File: config.mk
export PLATFORM = sky130hd
export DESIGN_NAME = aoar_regs
export DESIGN_NICKNAME = d
export VERILOG_FILES = /design/src/logic/aoar_sync.v /design/src/logic/aoar_trim_reg.v /design/src/logic/aoar_regs.v
export VERILOG_INCLUDE_DIRS = /design/src /design/src/logic
export SDC_FILE = /design/constraint.sdc
export NUM_CORES = 1
export LEC_CHECK = 0
export ABC_CLOCK_PERIOD_IN_PS = 2700
export BUFFER_PORTS_ARGS = -buffer_cell sky130_fd_sc_hd__buf_2
export CAP_MARGIN = 0
export CORE_AREA = 2 2 133 167
export CTS_BUF_LIST = sky130_fd_sc_hd__clkbuf_8
export CTS_CLUSTER_DIAMETER = 60
export DETAILED_ROUTE_END_ITERATION = 8
export DIE_AREA = 0 0 135 169
export SLEW_MARGIN = 30
export SYNTH_ARGS = -nofsm -noshare
export SYNTH_HDL_FRONTEND = slang
export SYNTH_SLANG_ARGS = --single-unit
File: constraint.sdc
create_clock -name i_clock -period 2.7 [get_ports i_clock]
set_input_delay 0.27 -clock i_clock [delete_from_list [all_inputs] [get_ports i_clock]]
set_output_delay 0.27 -clock i_clock [all_outputs]
set_load 0.01 [all_outputs]
File: src/logic/aoar_defs.vh
// Register offsets, field layout and reset values of the offset trim bank
`ifndef AOAR_DEFS_VH
`define AOAR_DEFS_VH
`define AOAR_OFS_CORE1_INA 8'h8e
`define AOAR_OFS_CORE1_INB 8'h90
`define AOAR_OFS_CORE2_INA 8'h92
`define AOAR_OFS_CAL_CTRL 8'ha0
`define AOAR_OFS_CAL_STAT 8'ha4
`define AOAR_TRIM_MSB 11
`define AOAR_RSV_MSB 15
`define AOAR_RSV_LSB 12
`define AOAR_RSV_RESET 4'h0
`define AOAR_CTRL_BG 0
`define AOAR_CTRL_BGOS 1
`define AOAR_CTRL_FGOS 2
`define AOAR_STAT_FGDONE 0
`define AOAR_STAT_HALTED 1
`define AOAR_STAT_FGRUN 2
`define AOAR_STAT_WRBLK 3
`define AOAR_STAT_RDBAD 4
`define AOAR_STAT_VIOL 5
`define AOAR_RESP_OKAY 2'b00
`define AOAR_RESP_SLVERR 2'b10
`endif

File: src/logic/aoar_sync.v
// Two-flop synchroniser for calibration engine status levels
module aoar_sync #(
  parameter WIDTH = 3
) (
  input wire i_clock,
  input wire i_rstn,
  input wire [WIDTH-1:0] i_async,
  output wire [WIDTH-1:0] o_sync
);
  reg [WIDTH-1:0] meta_q;
  reg [WIDTH-1:0] sync_q;
  always @(posedge i_clock or negedge i_rstn) begin
    if (!i_rstn) begin
      meta_q <= {WIDTH{1'b0}};
      sync_q <= {WIDTH{1'b0}};
    end else begin
      meta_q <= i_async;
      sync_q <= meta_q;
    end
  end
  assign o_sync = sync_q;
endmodule // aoar_sync

File: src/logic/aoar_trim_reg.v
// One 16-bit offset trim register with factory load and byte-lane writes
`include "aoar_defs.vh"
module aoar_trim_reg (
  input wire i_clock,
  input wire i_rstn,
  input wire i_load,
  input wire [11:0] i_factory,
  input wire i_wr,
  input wire [1:0] i_lanes,
  input wire [15:0] i_wdata,
  output wire [15:0] o_value
);
  reg [15:0] value_q;
  always @(posedge i_clock or negedge i_rstn) begin
    if (!i_rstn) begin
      value_q <= 16'h0000;
    end else if (i_load) begin
      // Factory trim loaded right after reset release; reserved bits to zero
      value_q <= {`AOAR_RSV_RESET, i_factory}; // [RL3] [RL1]
    end else if (i_wr) begin
      if (i_lanes[0]) begin
        value_q[7:0] <= i_wdata[7:0]; // [RL10]
      end
      if (i_lanes[1]) begin
        value_q[15:8] <= i_wdata[15:8]; // [RL10]
      end
    end
  end
  assign o_value = value_q;
endmodule // aoar_trim_reg

File: src/logic/aoar_regs.v
// Offset trim register bank of the converter cores, AXI4-Lite slave
// How it works
// RL1: 12-bit trim for second core on input A; top nibble reserved RW, resets 0.
// RL2: Second core input B trim lives at bytes 0x090-0x091.
// RL3: After reset each trim shows its factory value; software may overwrite.
// RL4: Host must not write trims during a foreground calibration run.
// RL5: Host must not write trims while both background enables are set.
// RL6: Foreground-only offset cal: read trims only after foreground complete reads 1.
// RL7: Background offset cal running: read trims only while halted flag reads 1.
// RL8: Third core input A trim at bytes 0x092-0x093, same layout.
// RL9: Second core input A trim lives at bytes 0x08E-0x08F.
// RL10: Low byte address holds bits 7:0, high byte address bits 15:8.
//
// Register access over AXI4-Lite is this design's own decision.
`include "aoar_defs.vh"
module aoar_regs #(
  parameter [11:0] FACTORY_CORE1_INA = 12'h800,
  parameter [11:0] FACTORY_CORE1_INB = 12'h800,
  parameter [11:0] FACTORY_CORE2_INA = 12'h800
) (
  input wire i_clock,
  input wire i_rstn,
  input wire [7:0] i_awaddr,
  input wire i_awvalid,
  output wire o_awready,
  input wire [31:0] i_wdata,
  input wire [3:0] i_wstrb,
  input wire i_wvalid,
  output wire o_wready,
  output wire [1:0] o_bresp,
  output wire o_bvalid,
  input wire i_bready,
  input wire [7:0] i_araddr,
  input wire i_arvalid,
  output wire o_arready,
  output wire [31:0] o_rdata,
  output wire [1:0] o_rresp,
  output wire o_rvalid,
  input wire i_rready,
  input wire i_fg_cal_running,
  input wire i_foreground_cal_complete,
  input wire i_background_cal_halted,
  output wire [11:0] o_trim_core1_input_a,
  output wire [11:0] o_trim_core1_input_b,
  output wire [11:0] o_trim_core2_input_a,
  output wire o_background_cal_enable,
  output wire o_background_offset_cal_enable,
  output wire o_foreground_offset_cal_enable
);
  // Synchronised calibration engine status
  wire [2:0] cal_sync;
  aoar_sync #(.WIDTH(3)) u_sync (
    .i_clock(i_clock),
    .i_rstn(i_rstn),
    .i_async({i_background_cal_halted, i_foreground_cal_complete, i_fg_cal_running}),
    .o_sync(cal_sync)
  );
  wire fg_run = cal_sync[0];
  wire foreground_cal_complete = cal_sync[1];
  wire bg_halted = cal_sync[2];

  // Load pulse one cycle after reset release, so the factory value is clocked in
  reg load_done_q;
  always @(posedge i_clock or negedge i_rstn) begin
    if (!i_rstn) begin
      load_done_q <= 1'b0;
    end else begin
      load_done_q <= 1'b1;
    end
  end
  wire load = !load_done_q;

  // Trim index; trims sit on two-byte boundaries, so they share words by halves
  function [1:0] trim_sel;
    input [7:0] addr;
    begin
      case (addr & 8'hfe)
        `AOAR_OFS_CORE1_INA: trim_sel = 2'd1;
        `AOAR_OFS_CORE1_INB: trim_sel = 2'd2;
        `AOAR_OFS_CORE2_INA: trim_sel = 2'd3;
        default: trim_sel = 2'd0;
      endcase
    end
  endfunction

  // Control and status each own one aligned word; low address bits are ignored
  function is_ctrl;
    input [7:0] addr;
    begin
      is_ctrl = ((addr & 8'hfc) == `AOAR_OFS_CAL_CTRL);
    end
  endfunction

  function is_stat;
    input [7:0] addr;
    begin
      is_stat = ((addr & 8'hfc) == `AOAR_OFS_CAL_STAT);
    end
  endfunction

  // Write channel
  reg [7:0] awaddr_q;
  reg aw_have_q;
  reg [31:0] wdata_q;
  reg [3:0] wstrb_q;
  reg w_have_q;
  reg bvalid_q;
  reg [1:0] bresp_q;
  reg [7:0] ctrl_q;
  reg wr_blk_q;
  reg rd_bad_q;

  assign o_awready = !aw_have_q && !bvalid_q;
  assign o_wready = !w_have_q && !bvalid_q;
  wire aw_take = i_awvalid && o_awready;
  wire w_take = i_wvalid && o_wready;
  wire b_done = bvalid_q && i_bready;
  wire aw_ctrl = is_ctrl(awaddr_q);
  wire aw_stat = is_stat(awaddr_q);
  wire wr_go = aw_have_q && w_have_q && !bvalid_q;
  wire [1:0] wsel = trim_sel(awaddr_q);
  // Each 16-bit trim takes its byte lanes at the halfword position in the word
  wire [1:0] wlanes = awaddr_q[1] ? wstrb_q[3:2] : wstrb_q[1:0];
  wire [15:0] whalf = awaddr_q[1] ? wdata_q[31:16] : wdata_q[15:0];
  // Trim writes are refused while fg_run (foreground running, two clocks late through the synchroniser) is set or both background enables are set
  wire wr_forbid = fg_run || (ctrl_q[`AOAR_CTRL_BG] && ctrl_q[`AOAR_CTRL_BGOS]); // [RL4] [RL5]
  wire trim_wr = wr_go && (wsel != 2'd0) && !wr_forbid;
  wire ctrl_wr = wr_go && aw_ctrl && wstrb_q[0];
  wire wr_refused = wr_go && (wsel != 2'd0) && wr_forbid; // [RL4] [RL5]

  // Only the three enable bits are kept; the rest of the control byte reads zero
  reg [7:0] ctrl_d;
  always @* begin
    ctrl_d = 8'h00;
    ctrl_d[`AOAR_CTRL_BG] = wdata_q[`AOAR_CTRL_BG];
    ctrl_d[`AOAR_CTRL_BGOS] = wdata_q[`AOAR_CTRL_BGOS];
    ctrl_d[`AOAR_CTRL_FGOS] = wdata_q[`AOAR_CTRL_FGOS];
  end

  always @(posedge i_clock or negedge i_rstn) begin
    if (!i_rstn) begin
      awaddr_q <= 8'h00;
      aw_have_q <= 1'b0;
      wdata_q <= 32'h00000000;
      wstrb_q <= 4'h0;
      w_have_q <= 1'b0;
      bvalid_q <= 1'b0;
      bresp_q <= `AOAR_RESP_OKAY;
      ctrl_q <= 8'h00;
    end else begin
      if (aw_take) begin
        awaddr_q <= i_awaddr;
        aw_have_q <= 1'b1;
      end
      if (w_take) begin
        wdata_q <= i_wdata;
        wstrb_q <= i_wstrb;
        w_have_q <= 1'b1;
      end
      if (wr_go) begin
        aw_have_q <= 1'b0;
        w_have_q <= 1'b0;
        bvalid_q <= 1'b1;
        if (wsel != 2'd0) begin
          bresp_q <= wr_forbid ? `AOAR_RESP_SLVERR : `AOAR_RESP_OKAY;
        end else if (aw_ctrl || aw_stat) begin
          // Status is read-only; a write there is accepted and ignored
          bresp_q <= `AOAR_RESP_OKAY;
        end else begin
          bresp_q <= `AOAR_RESP_SLVERR;
        end
      end else if (b_done) begin
        bvalid_q <= 1'b0;
      end
      if (ctrl_wr) begin
        ctrl_q <= ctrl_d;
      end
    end
  end

  assign o_bvalid = bvalid_q;
  assign o_bresp = bresp_q;

  // Trim registers
  wire [15:0] trim0;
  wire [15:0] trim1;
  wire [15:0] trim2;
  aoar_trim_reg u_core1_ina (
    .i_clock(i_clock),
    .i_rstn(i_rstn),
    .i_load(load),
    .i_factory(FACTORY_CORE1_INA),
    .i_wr(trim_wr && (wsel == 2'd1)), // [RL9] [RL1]
    .i_lanes(wlanes),
    .i_wdata(whalf),
    .o_value(trim0)
  );
  aoar_trim_reg u_core1_inb (
    .i_clock(i_clock),
    .i_rstn(i_rstn),
    .i_load(load),
    .i_factory(FACTORY_CORE1_INB),
    .i_wr(trim_wr && (wsel == 2'd2)), // [RL2]
    .i_lanes(wlanes),
    .i_wdata(whalf),
    .o_value(trim1)
  );
  aoar_trim_reg u_core2_ina (
    .i_clock(i_clock),
    .i_rstn(i_rstn),
    .i_load(load),
    .i_factory(FACTORY_CORE2_INA),
    .i_wr(trim_wr && (wsel == 2'd3)), // [RL8]
    .i_lanes(wlanes),
    .i_wdata(whalf),
    .o_value(trim2)
  );
  // Trims drive the sampling cores directly
  assign o_trim_core1_input_a = trim0[`AOAR_TRIM_MSB:0]; // [RL1]
  assign o_trim_core1_input_b = trim1[`AOAR_TRIM_MSB:0]; // [RL2]
  assign o_trim_core2_input_a = trim2[`AOAR_TRIM_MSB:0]; // [RL8]
  assign o_background_cal_enable = ctrl_q[`AOAR_CTRL_BG];
  assign o_background_offset_cal_enable = ctrl_q[`AOAR_CTRL_BGOS];
  assign o_foreground_offset_cal_enable = ctrl_q[`AOAR_CTRL_FGOS];

  // Read channel; reads in a forbidden window still answer but are flagged
  reg rvalid_q;
  reg [31:0] rdata_q;
  reg [1:0] rresp_q;
  assign o_arready = !rvalid_q;
  wire rd_unsafe =
    (ctrl_q[`AOAR_CTRL_FGOS] && !ctrl_q[`AOAR_CTRL_BGOS] && !foreground_cal_complete) || // [RL6]
    (ctrl_q[`AOAR_CTRL_BG] && ctrl_q[`AOAR_CTRL_BGOS] && !bg_halted); // [RL7]
  wire [1:0] rsel = trim_sel(i_araddr);
  wire ar_take = i_arvalid && o_arready;
  wire r_done = rvalid_q && i_rready;
  wire ar_ctrl = is_ctrl(i_araddr);
  wire ar_stat = is_stat(i_araddr);
  reg [15:0] rhalf;
  always @* begin
    case (rsel)
      2'd1: rhalf = trim0;
      2'd2: rhalf = trim1;
      2'd3: rhalf = trim2;
      default: rhalf = 16'h0000;
    endcase
  end

  // Control read-back mirrors the stored enables bit for bit
  reg [31:0] ctrl_word;
  always @* begin
    ctrl_word = 32'h00000000;
    ctrl_word[`AOAR_CTRL_BG] = ctrl_q[`AOAR_CTRL_BG];
    ctrl_word[`AOAR_CTRL_BGOS] = ctrl_q[`AOAR_CTRL_BGOS];
    ctrl_word[`AOAR_CTRL_FGOS] = ctrl_q[`AOAR_CTRL_FGOS];
  end

  // Status word built from the field positions so software sees one layout
  reg [31:0] stat_word;
  always @* begin
    stat_word = 32'h00000000;
    stat_word[`AOAR_STAT_FGDONE] = foreground_cal_complete;
    stat_word[`AOAR_STAT_HALTED] = bg_halted;
    stat_word[`AOAR_STAT_FGRUN] = fg_run;
    stat_word[`AOAR_STAT_WRBLK] = wr_blk_q;
    stat_word[`AOAR_STAT_RDBAD] = rd_bad_q;
    stat_word[`AOAR_STAT_VIOL] = wr_forbid;
  end

  always @(posedge i_clock or negedge i_rstn) begin
    if (!i_rstn) begin
      rvalid_q <= 1'b0;
      rdata_q <= 32'h00000000;
      rresp_q <= `AOAR_RESP_OKAY;
      wr_blk_q <= 1'b0;
      rd_bad_q <= 1'b0;
    end else begin
      if (ar_take) begin
        rvalid_q <= 1'b1;
        rresp_q <= `AOAR_RESP_OKAY;
        if (rsel != 2'd0) begin
          // Halfword placed in its byte lanes: low address in bits 7:0 of the half
          rdata_q <= i_araddr[1] ? {rhalf, 16'h0000} : {16'h0000, rhalf}; // [RL10]
          if (rd_unsafe) begin
            rd_bad_q <= 1'b1;
          end
        end else if (ar_ctrl) begin
          rdata_q <= ctrl_word;
        end else if (ar_stat) begin
          rdata_q <= stat_word;
          // Sticky flags clear on status read
          wr_blk_q <= 1'b0;
          rd_bad_q <= 1'b0;
        end else begin
          rdata_q <= 32'h00000000;
          rresp_q <= `AOAR_RESP_SLVERR;
        end
      end else if (r_done) begin
        rvalid_q <= 1'b0;
      end
      // A refused write sets the flag; the set wins over a clearing read
      if (wr_refused) begin
        wr_blk_q <= 1'b1;
      end
    end
  end
  assign o_rvalid = rvalid_q;
  assign o_rdata = rdata_q;
  assign o_rresp = rresp_q;
endmodule // aoar_regs

# After elaboration in Yosys (flattened, before gate mapping)
# Cells that the tools add are included.
[word_totals] reg_bits=144 latch_bits=0 ram_bits=0 mem_bits_ro=0 input_bits=62 word_cells=134 n_memories=0
[classes] n_addsub=0 multipliers=0 n_div=0 n_lt_le_gt_ge=0 n_eq_ne=25 shift=0 muxes=38 n_bitwise=0 n_reduce_logical=49
[ops] op="$mux W16" count=7
[ops] op="$mux W32" count=2
[ops] op="$pmux W16 S3" count=1
[ops] op="$eq A7 B7 Y1 const B" count=6
[ops] op="$eq A6 B6 Y1 const B" count=4
[ops] op="$logic_and A1 B1 Y1" count=21
[ops] op="$reduce_bool A2 Y1" count=9
[ops] op="$mux W8" count=2
[ops] op="$mux W1" count=15
[ops] op="$mux W2" count=7
[ops] op="$mux W6" count=2
[ops] op="$ne A2 B1 Y1 const B" count=6
[ops] op="$pmux W2 S3" count=2
[ops] op="$reduce_and A2 Y1" count=6
[ops] op="$eq A2 B2 Y1 const B" count=4
[ops] op="$logic_not A1 Y1" count=8
[ops] op="$reduce_and A4 Y1" count=2
[ops] op="$ne A2 B2 Y1 const B" count=3
[ops] op="$eq A2 B1 Y1 const B" count=2
[ops] op="$logic_or A1 B1 Y1" count=3

# Logic depth before layout (Yosys ltp)
[logic_depth] ltp_word=8 depth_mapped=6

# Cells and area by module
# A second synthesis with hierarchy kept.
[unflattened] hier_cells=580 area_unflattened_um2=6867.8
[modules_own_cells] mod="aoar_regs" instances=1 cells_per_inst=313 area_each_um2=3925.0
[modules_own_cells] mod="aoar_trim_reg" instances=3 cells_per_inst=87 area_each_um2=930.9
[modules_own_cells] mod="aoar_sync" instances=1 cells_per_inst=6 area_each_um2=150.1

# Worst setup path before layout
# No wires, ideal clock.
[synth_path] kind="register to register" start="reg bvalid_q (netlist: o_bvalid)" end="reg u_core1_ina.value_q[12] (netlist: u_core1_ina.o_value[12])" arrival_time_ps=1907 t_required_ps=2580 setup_slack_ps=672 stages_incl_launch_ff=7 path_cell_list="dfrtp_1 > nand3b_1 > clkbuf_1 > nor4_2 > buf_2 > nand2_1 > o211a_1"
[synth_between] elab_chain_len=7
[synth_rtl] item="start: declaration" line="aoar_regs.v:107" source="reg bvalid_q;"
[synth_rtl] item="start signal: assignment" line="aoar_regs.v:147" source="bvalid_q <= 1'b0;"
[synth_rtl] item="start signal: assignment" line="aoar_regs.v:163" source="bvalid_q <= 1'b1;"
[synth_rtl] item="start signal: assignment" line="aoar_regs.v:173" source="bvalid_q <= 1'b0;"
[synth_rtl] item="$logic_not A1 Y1" line="aoar_regs.v:120" source="wire wr_go = aw_have_q && w_have_q && !bvalid_q;"
[synth_rtl] item="$logic_and A1 B1 Y1" line="aoar_regs.v:120"
[synth_rtl] item="$logic_and A1 B1 Y1 (2 in series)" line="aoar_regs.v:127" source="wire trim_wr = wr_go && (wsel != 2'd0) && !wr_forbid;"
[synth_rtl] item="$logic_and A1 B1 Y1" line="aoar_regs.v:193" source=".i_wr(trim_wr && (wsel == 2'd1)),"
[synth_rtl] item="$ne A2 B1 Y1 (no line)"
[synth_rtl] item="$reduce_and A2 Y1 (no line)"
[synth_rtl] item="end signal: assignment" line="aoar_trim_reg.v:19" source="value_q <= {`AOAR_RSV_RESET, i_factory};"
[synth_rtl] item="end signal: assignment" line="aoar_trim_reg.v:25" source="value_q[15:8] <= i_wdata[15:8];"
[synth_rtl] item="end: declaration" line="aoar_trim_reg.v:13" source="reg [15:0] value_q;"
# No other way between the ends.
# A chain may end at the register's enable or synchronous reset.

# Worst setup path after layout
[layout_path] start="reg bvalid_q (netlist: o_bvalid)" end="reg u_core1_ina.value_q[0] (netlist: u_core1_ina.o_value[0])"
# Same word-level chain as after synthesis.

==> flow_summary_export.csv <==
group,metric,value,unit
timing,skew,0.01403,ns
grt,grt_pass1_wl,24.58,mm
hold_path,hp-class,"primary input to register",
setup_path,cp.required,3.06,ns
yosys,synth.distinct_cells,43,
power_and_ir_drop,power,5.701,mW
route,drtIter0Drc,187,
yosys,synth_largest_area_cell,"dfrtp_1",
grt,gr-total-overflow,0,
timing,relSlewSlack,46.19,%
power_and_ir_drop,power_density,760.6,nW/um2
clock_network,cts_resized,0,
setup_path,critPathLaunch,"o_bvalid",
setup_path,start_kind,"register",
timing,setup_tns,0,ns
timing,max_freq,0.4767,GHz
yosys,synthTopCellsByCount,"dfrtp_1 (141), mux2i_1 (51), mux2_2 (46), buf_4 (38), nand2_1 (36)",
timing,setup_viol,0,
timing,tightest_slew,0.8054,ns
setup_path,critPathKind,"register to register",
finish,nets,672,
yosys,synth_area_leaders,"dfrtp_1 (57%), mux2_2 (8.3%), mux2i_1 (8.2%), buf_4 (4.6%), nor2b_1 (3.1%)",
placement,pre_cts_ws,0.5526,ns
power_and_ir_drop,peakVddDrop,0.4164,mV
timing,fin_crit_sh,77.70,%
clock_network,cts-buffers-inserted,17,
clock_network,cts_max_path_buffers,2,
route,drtAntennaViolNets,0,
placement,hpwlAfterDp,11.16,mm
yosys,synth_flop_cell,"dfrtp_1",
grt,grt_max_degree,79,
floorplanning,io_pins,142,
finish,fillCellCount,2182,
yosys,post-synth-top-count-cell,"dfrtp_1",
placement,dp_cells,863,
route,vias,4198,
clock_network,clk_pin_slew_worst_paths,0.08,ns
grt,grt_pass1_vias,4172,
placement,io_buffers,137,
setup_path,rrSetupSlack,0.60,ns
status,outcome,"finished clean",
floorplanning,rows,60,
placement,place.gp.congestion,0.7367,
timing,finalCriticalPeriod,2.098,ns
floorplanning,core_area,21320,um2
clock_network,cts_tree,"yes",
yosys,synthesis.area,6241,um2
floorplanning,fp.dieW,135,um
finish,final_cell_area,7496,um2
route,drt_first_pass_iters,4,
power_and_ir_drop,p_leak,3.571,nW
setup_path,rr_startpoint,"o_bvalid",
timing,slew_violations,0,
hold_path,holdCritStartpoint,"i_wdata[19]",
yosys,yosysTopAreaCellShare,56.54,%
clock_network,clock_latency,0.45,ns
yosys,syn-mean-instance-area,12.68,um2
finish,area_growth,20.11,%
clock_network,cts.sinks,141,
setup_path,critPathArrivalTime,2.46,ns
yosys,synth_async_sr_flop_share,100.0,%
finish,utilization,35.16,%
timing,whs,0.04869,ns
route,wl,16.00,mm
yosys,synthCells,492,
route,viasPerCell,4.649,
timing,rsz0062_at_grt,"no",
setup_path,reg2reg_depth,4,
yosys,synth_edf_count,0,
clock_network,clockRootBuffer,"clkbuf_8",
yosys,yosys_warnings,0,
flow_run,maxCapViolCount,0,
timing,hold_violations,0,
floorplanning,die_y,169,um
setup_path,crit_fanout,8,
route,route.detailed.drc,0,
finish,final_cell_count_no_fill,903,
setup_path,r2r-end,"u_core1_ina.o_value[0]",
finish,drive_gt1_share,38.36,%
yosys,synth-seq-area-share,56.54,%
timing,setup_slack,0.6022,ns
setup_path,crit_end,"u_core1_ina.o_value[0]",
placement,placed_cell_area,7061,um2
clock_network,htreeDepth,4,
yosys,ys_ff_latch,141,
setup_path,critPathCaptureType,"register",
grt,antenna_found_initial,1,
floorplanning,dieArea,22820,um2
route,wl_per_cell,17.72,um
hold_path,holdPathStages,2,
floorplanning,initial_core_util,29.27,%
grt,grt_usage,14.42,%
==> flip-flops by register name, summed over array words and instances, names as in the netlist, 3 cells and up <==
| signal | cells |
|---|---|
| wdata_q | 32 |
| u_sync.meta_q | 3 |
| wstrb_q | 4 |
| ctrl_q | 3 |
| u_core1_ina.o_value | 16 |
| awaddr_q | 7 |
| u_core1_inb.o_value | 16 |
| o_rdata | 32 |
| u_sync.o_sync | 3 |
| u_core2_ina.o_value | 16 |
==> routing by layer <==
| metal | vias to the layer above | GRT usage (%) | share of wire (%) | wire length (um) |
|---|---|---|---|---|
| met5 | - | 0 | 0 | 0 |
| met4 | 0 | 4.846 | 1.5 | 242 |
| met3 | 16 | 3.175 | 3.7 | 598 |
| met2 | 88 | 23.99 | 50 | 8040 |
| met1 | 2127 | 18.58 | 44 | 7116 |
| li1 | 1967 | - | - | - |
==> what timing repair did <==
item | 4_1_cts | 5_1_grt
hold endpoints to repair | 82 | 0
setup buffers | 0 | 0
hold buffers | 7 | 0
==> final cells by class <==
class | count | area, um2 | share of cell area (%)
Antenna cell | 1 | 2.502 | 0.03338
Tap cell | 279 | 349.1 | 4.657
Clock buffer | 19 | 261.5 | 3.489
Clock inverter | 13 | 101.3 | 1.352
Timing Repair Buffer | 161 | 914.6 | 12.20
Sequential cell | 141 | 3528 | 47.07
Inverter | 6 | 22.52 | 0.3005
Multi-Input combinational cell | 283 | 2316 | 30.90
==> cell families (layout without fill, tap and decap cells) <==
logic type	count (synthesis)	after routing	share of synthesized area [%]
buf+inv	69	199	6.576
other cells	2	4	0.1203
simple gates	110	110	11.03
mux	97	97	16.48
flops	141	141	56.54
compound gates	73	73	9.262
==> critical path, cell delays in order, from the launching register on <==
cell       delay (ns)
dfrtp_1          0.42
nand3b_1         0.42
nor3_1           0.44
nand3_1          0.46
o2bb2ai_1        0.27
==> report_power, final <==
| part | internal [mW] | switching, mW | total (mW) |
|---|---|---|---|
| sequential | 2.51 | 0.360 | 2.87 |
| combinational | 0.677 | 0.586 | 1.26 |
| clock | 0.761 | 0.812 | 1.57 |
| total | 3.94 | 1.76 | 5.70 |
==> worst min path at each step <==
stage	endpoint
3_3_place_gp	u_sync.o_sync[0]
3_5_place_dp	u_sync.o_sync[2]
4_1_cts	wdata_q[19]
5_1_grt	awaddr_q[3]
2_1_floorplan	aw_have_q
6_report	wdata_q[19]
==> cell usage in the layout (no fill, tap or decap), types with 4 or more instances in the layout <==
| master | count |
|---|---|
| nor2_1 | 4 |
| dlygate4sd3_1 | 7 |
| clkinv_2 | 5 |
| a221o_1 | 7 |
| mux2i_1 | 51 |
| o2bb2ai_1 | 9 |
| buf_4 | 15 |
| nor4_4 | 4 |
| inv_1 | 8 |
| a22oi_1 | 11 |
| clkinvlp_4 | 4 |
| nand2_1 | 36 |
| clkbuf_8 | 19 |
| nor2b_1 | 31 |
| dfrtp_1 | 141 |
| and3_1 | 5 |
| a22o_1 | 10 |
| buf_2 | 136 |
| o211a_1 | 7 |
| nor3_1 | 6 |
| mux2_2 | 46 |
| a32oi_1 | 4 |
| o21ai_0 | 14 |
(Power assumes the default switching activity.)
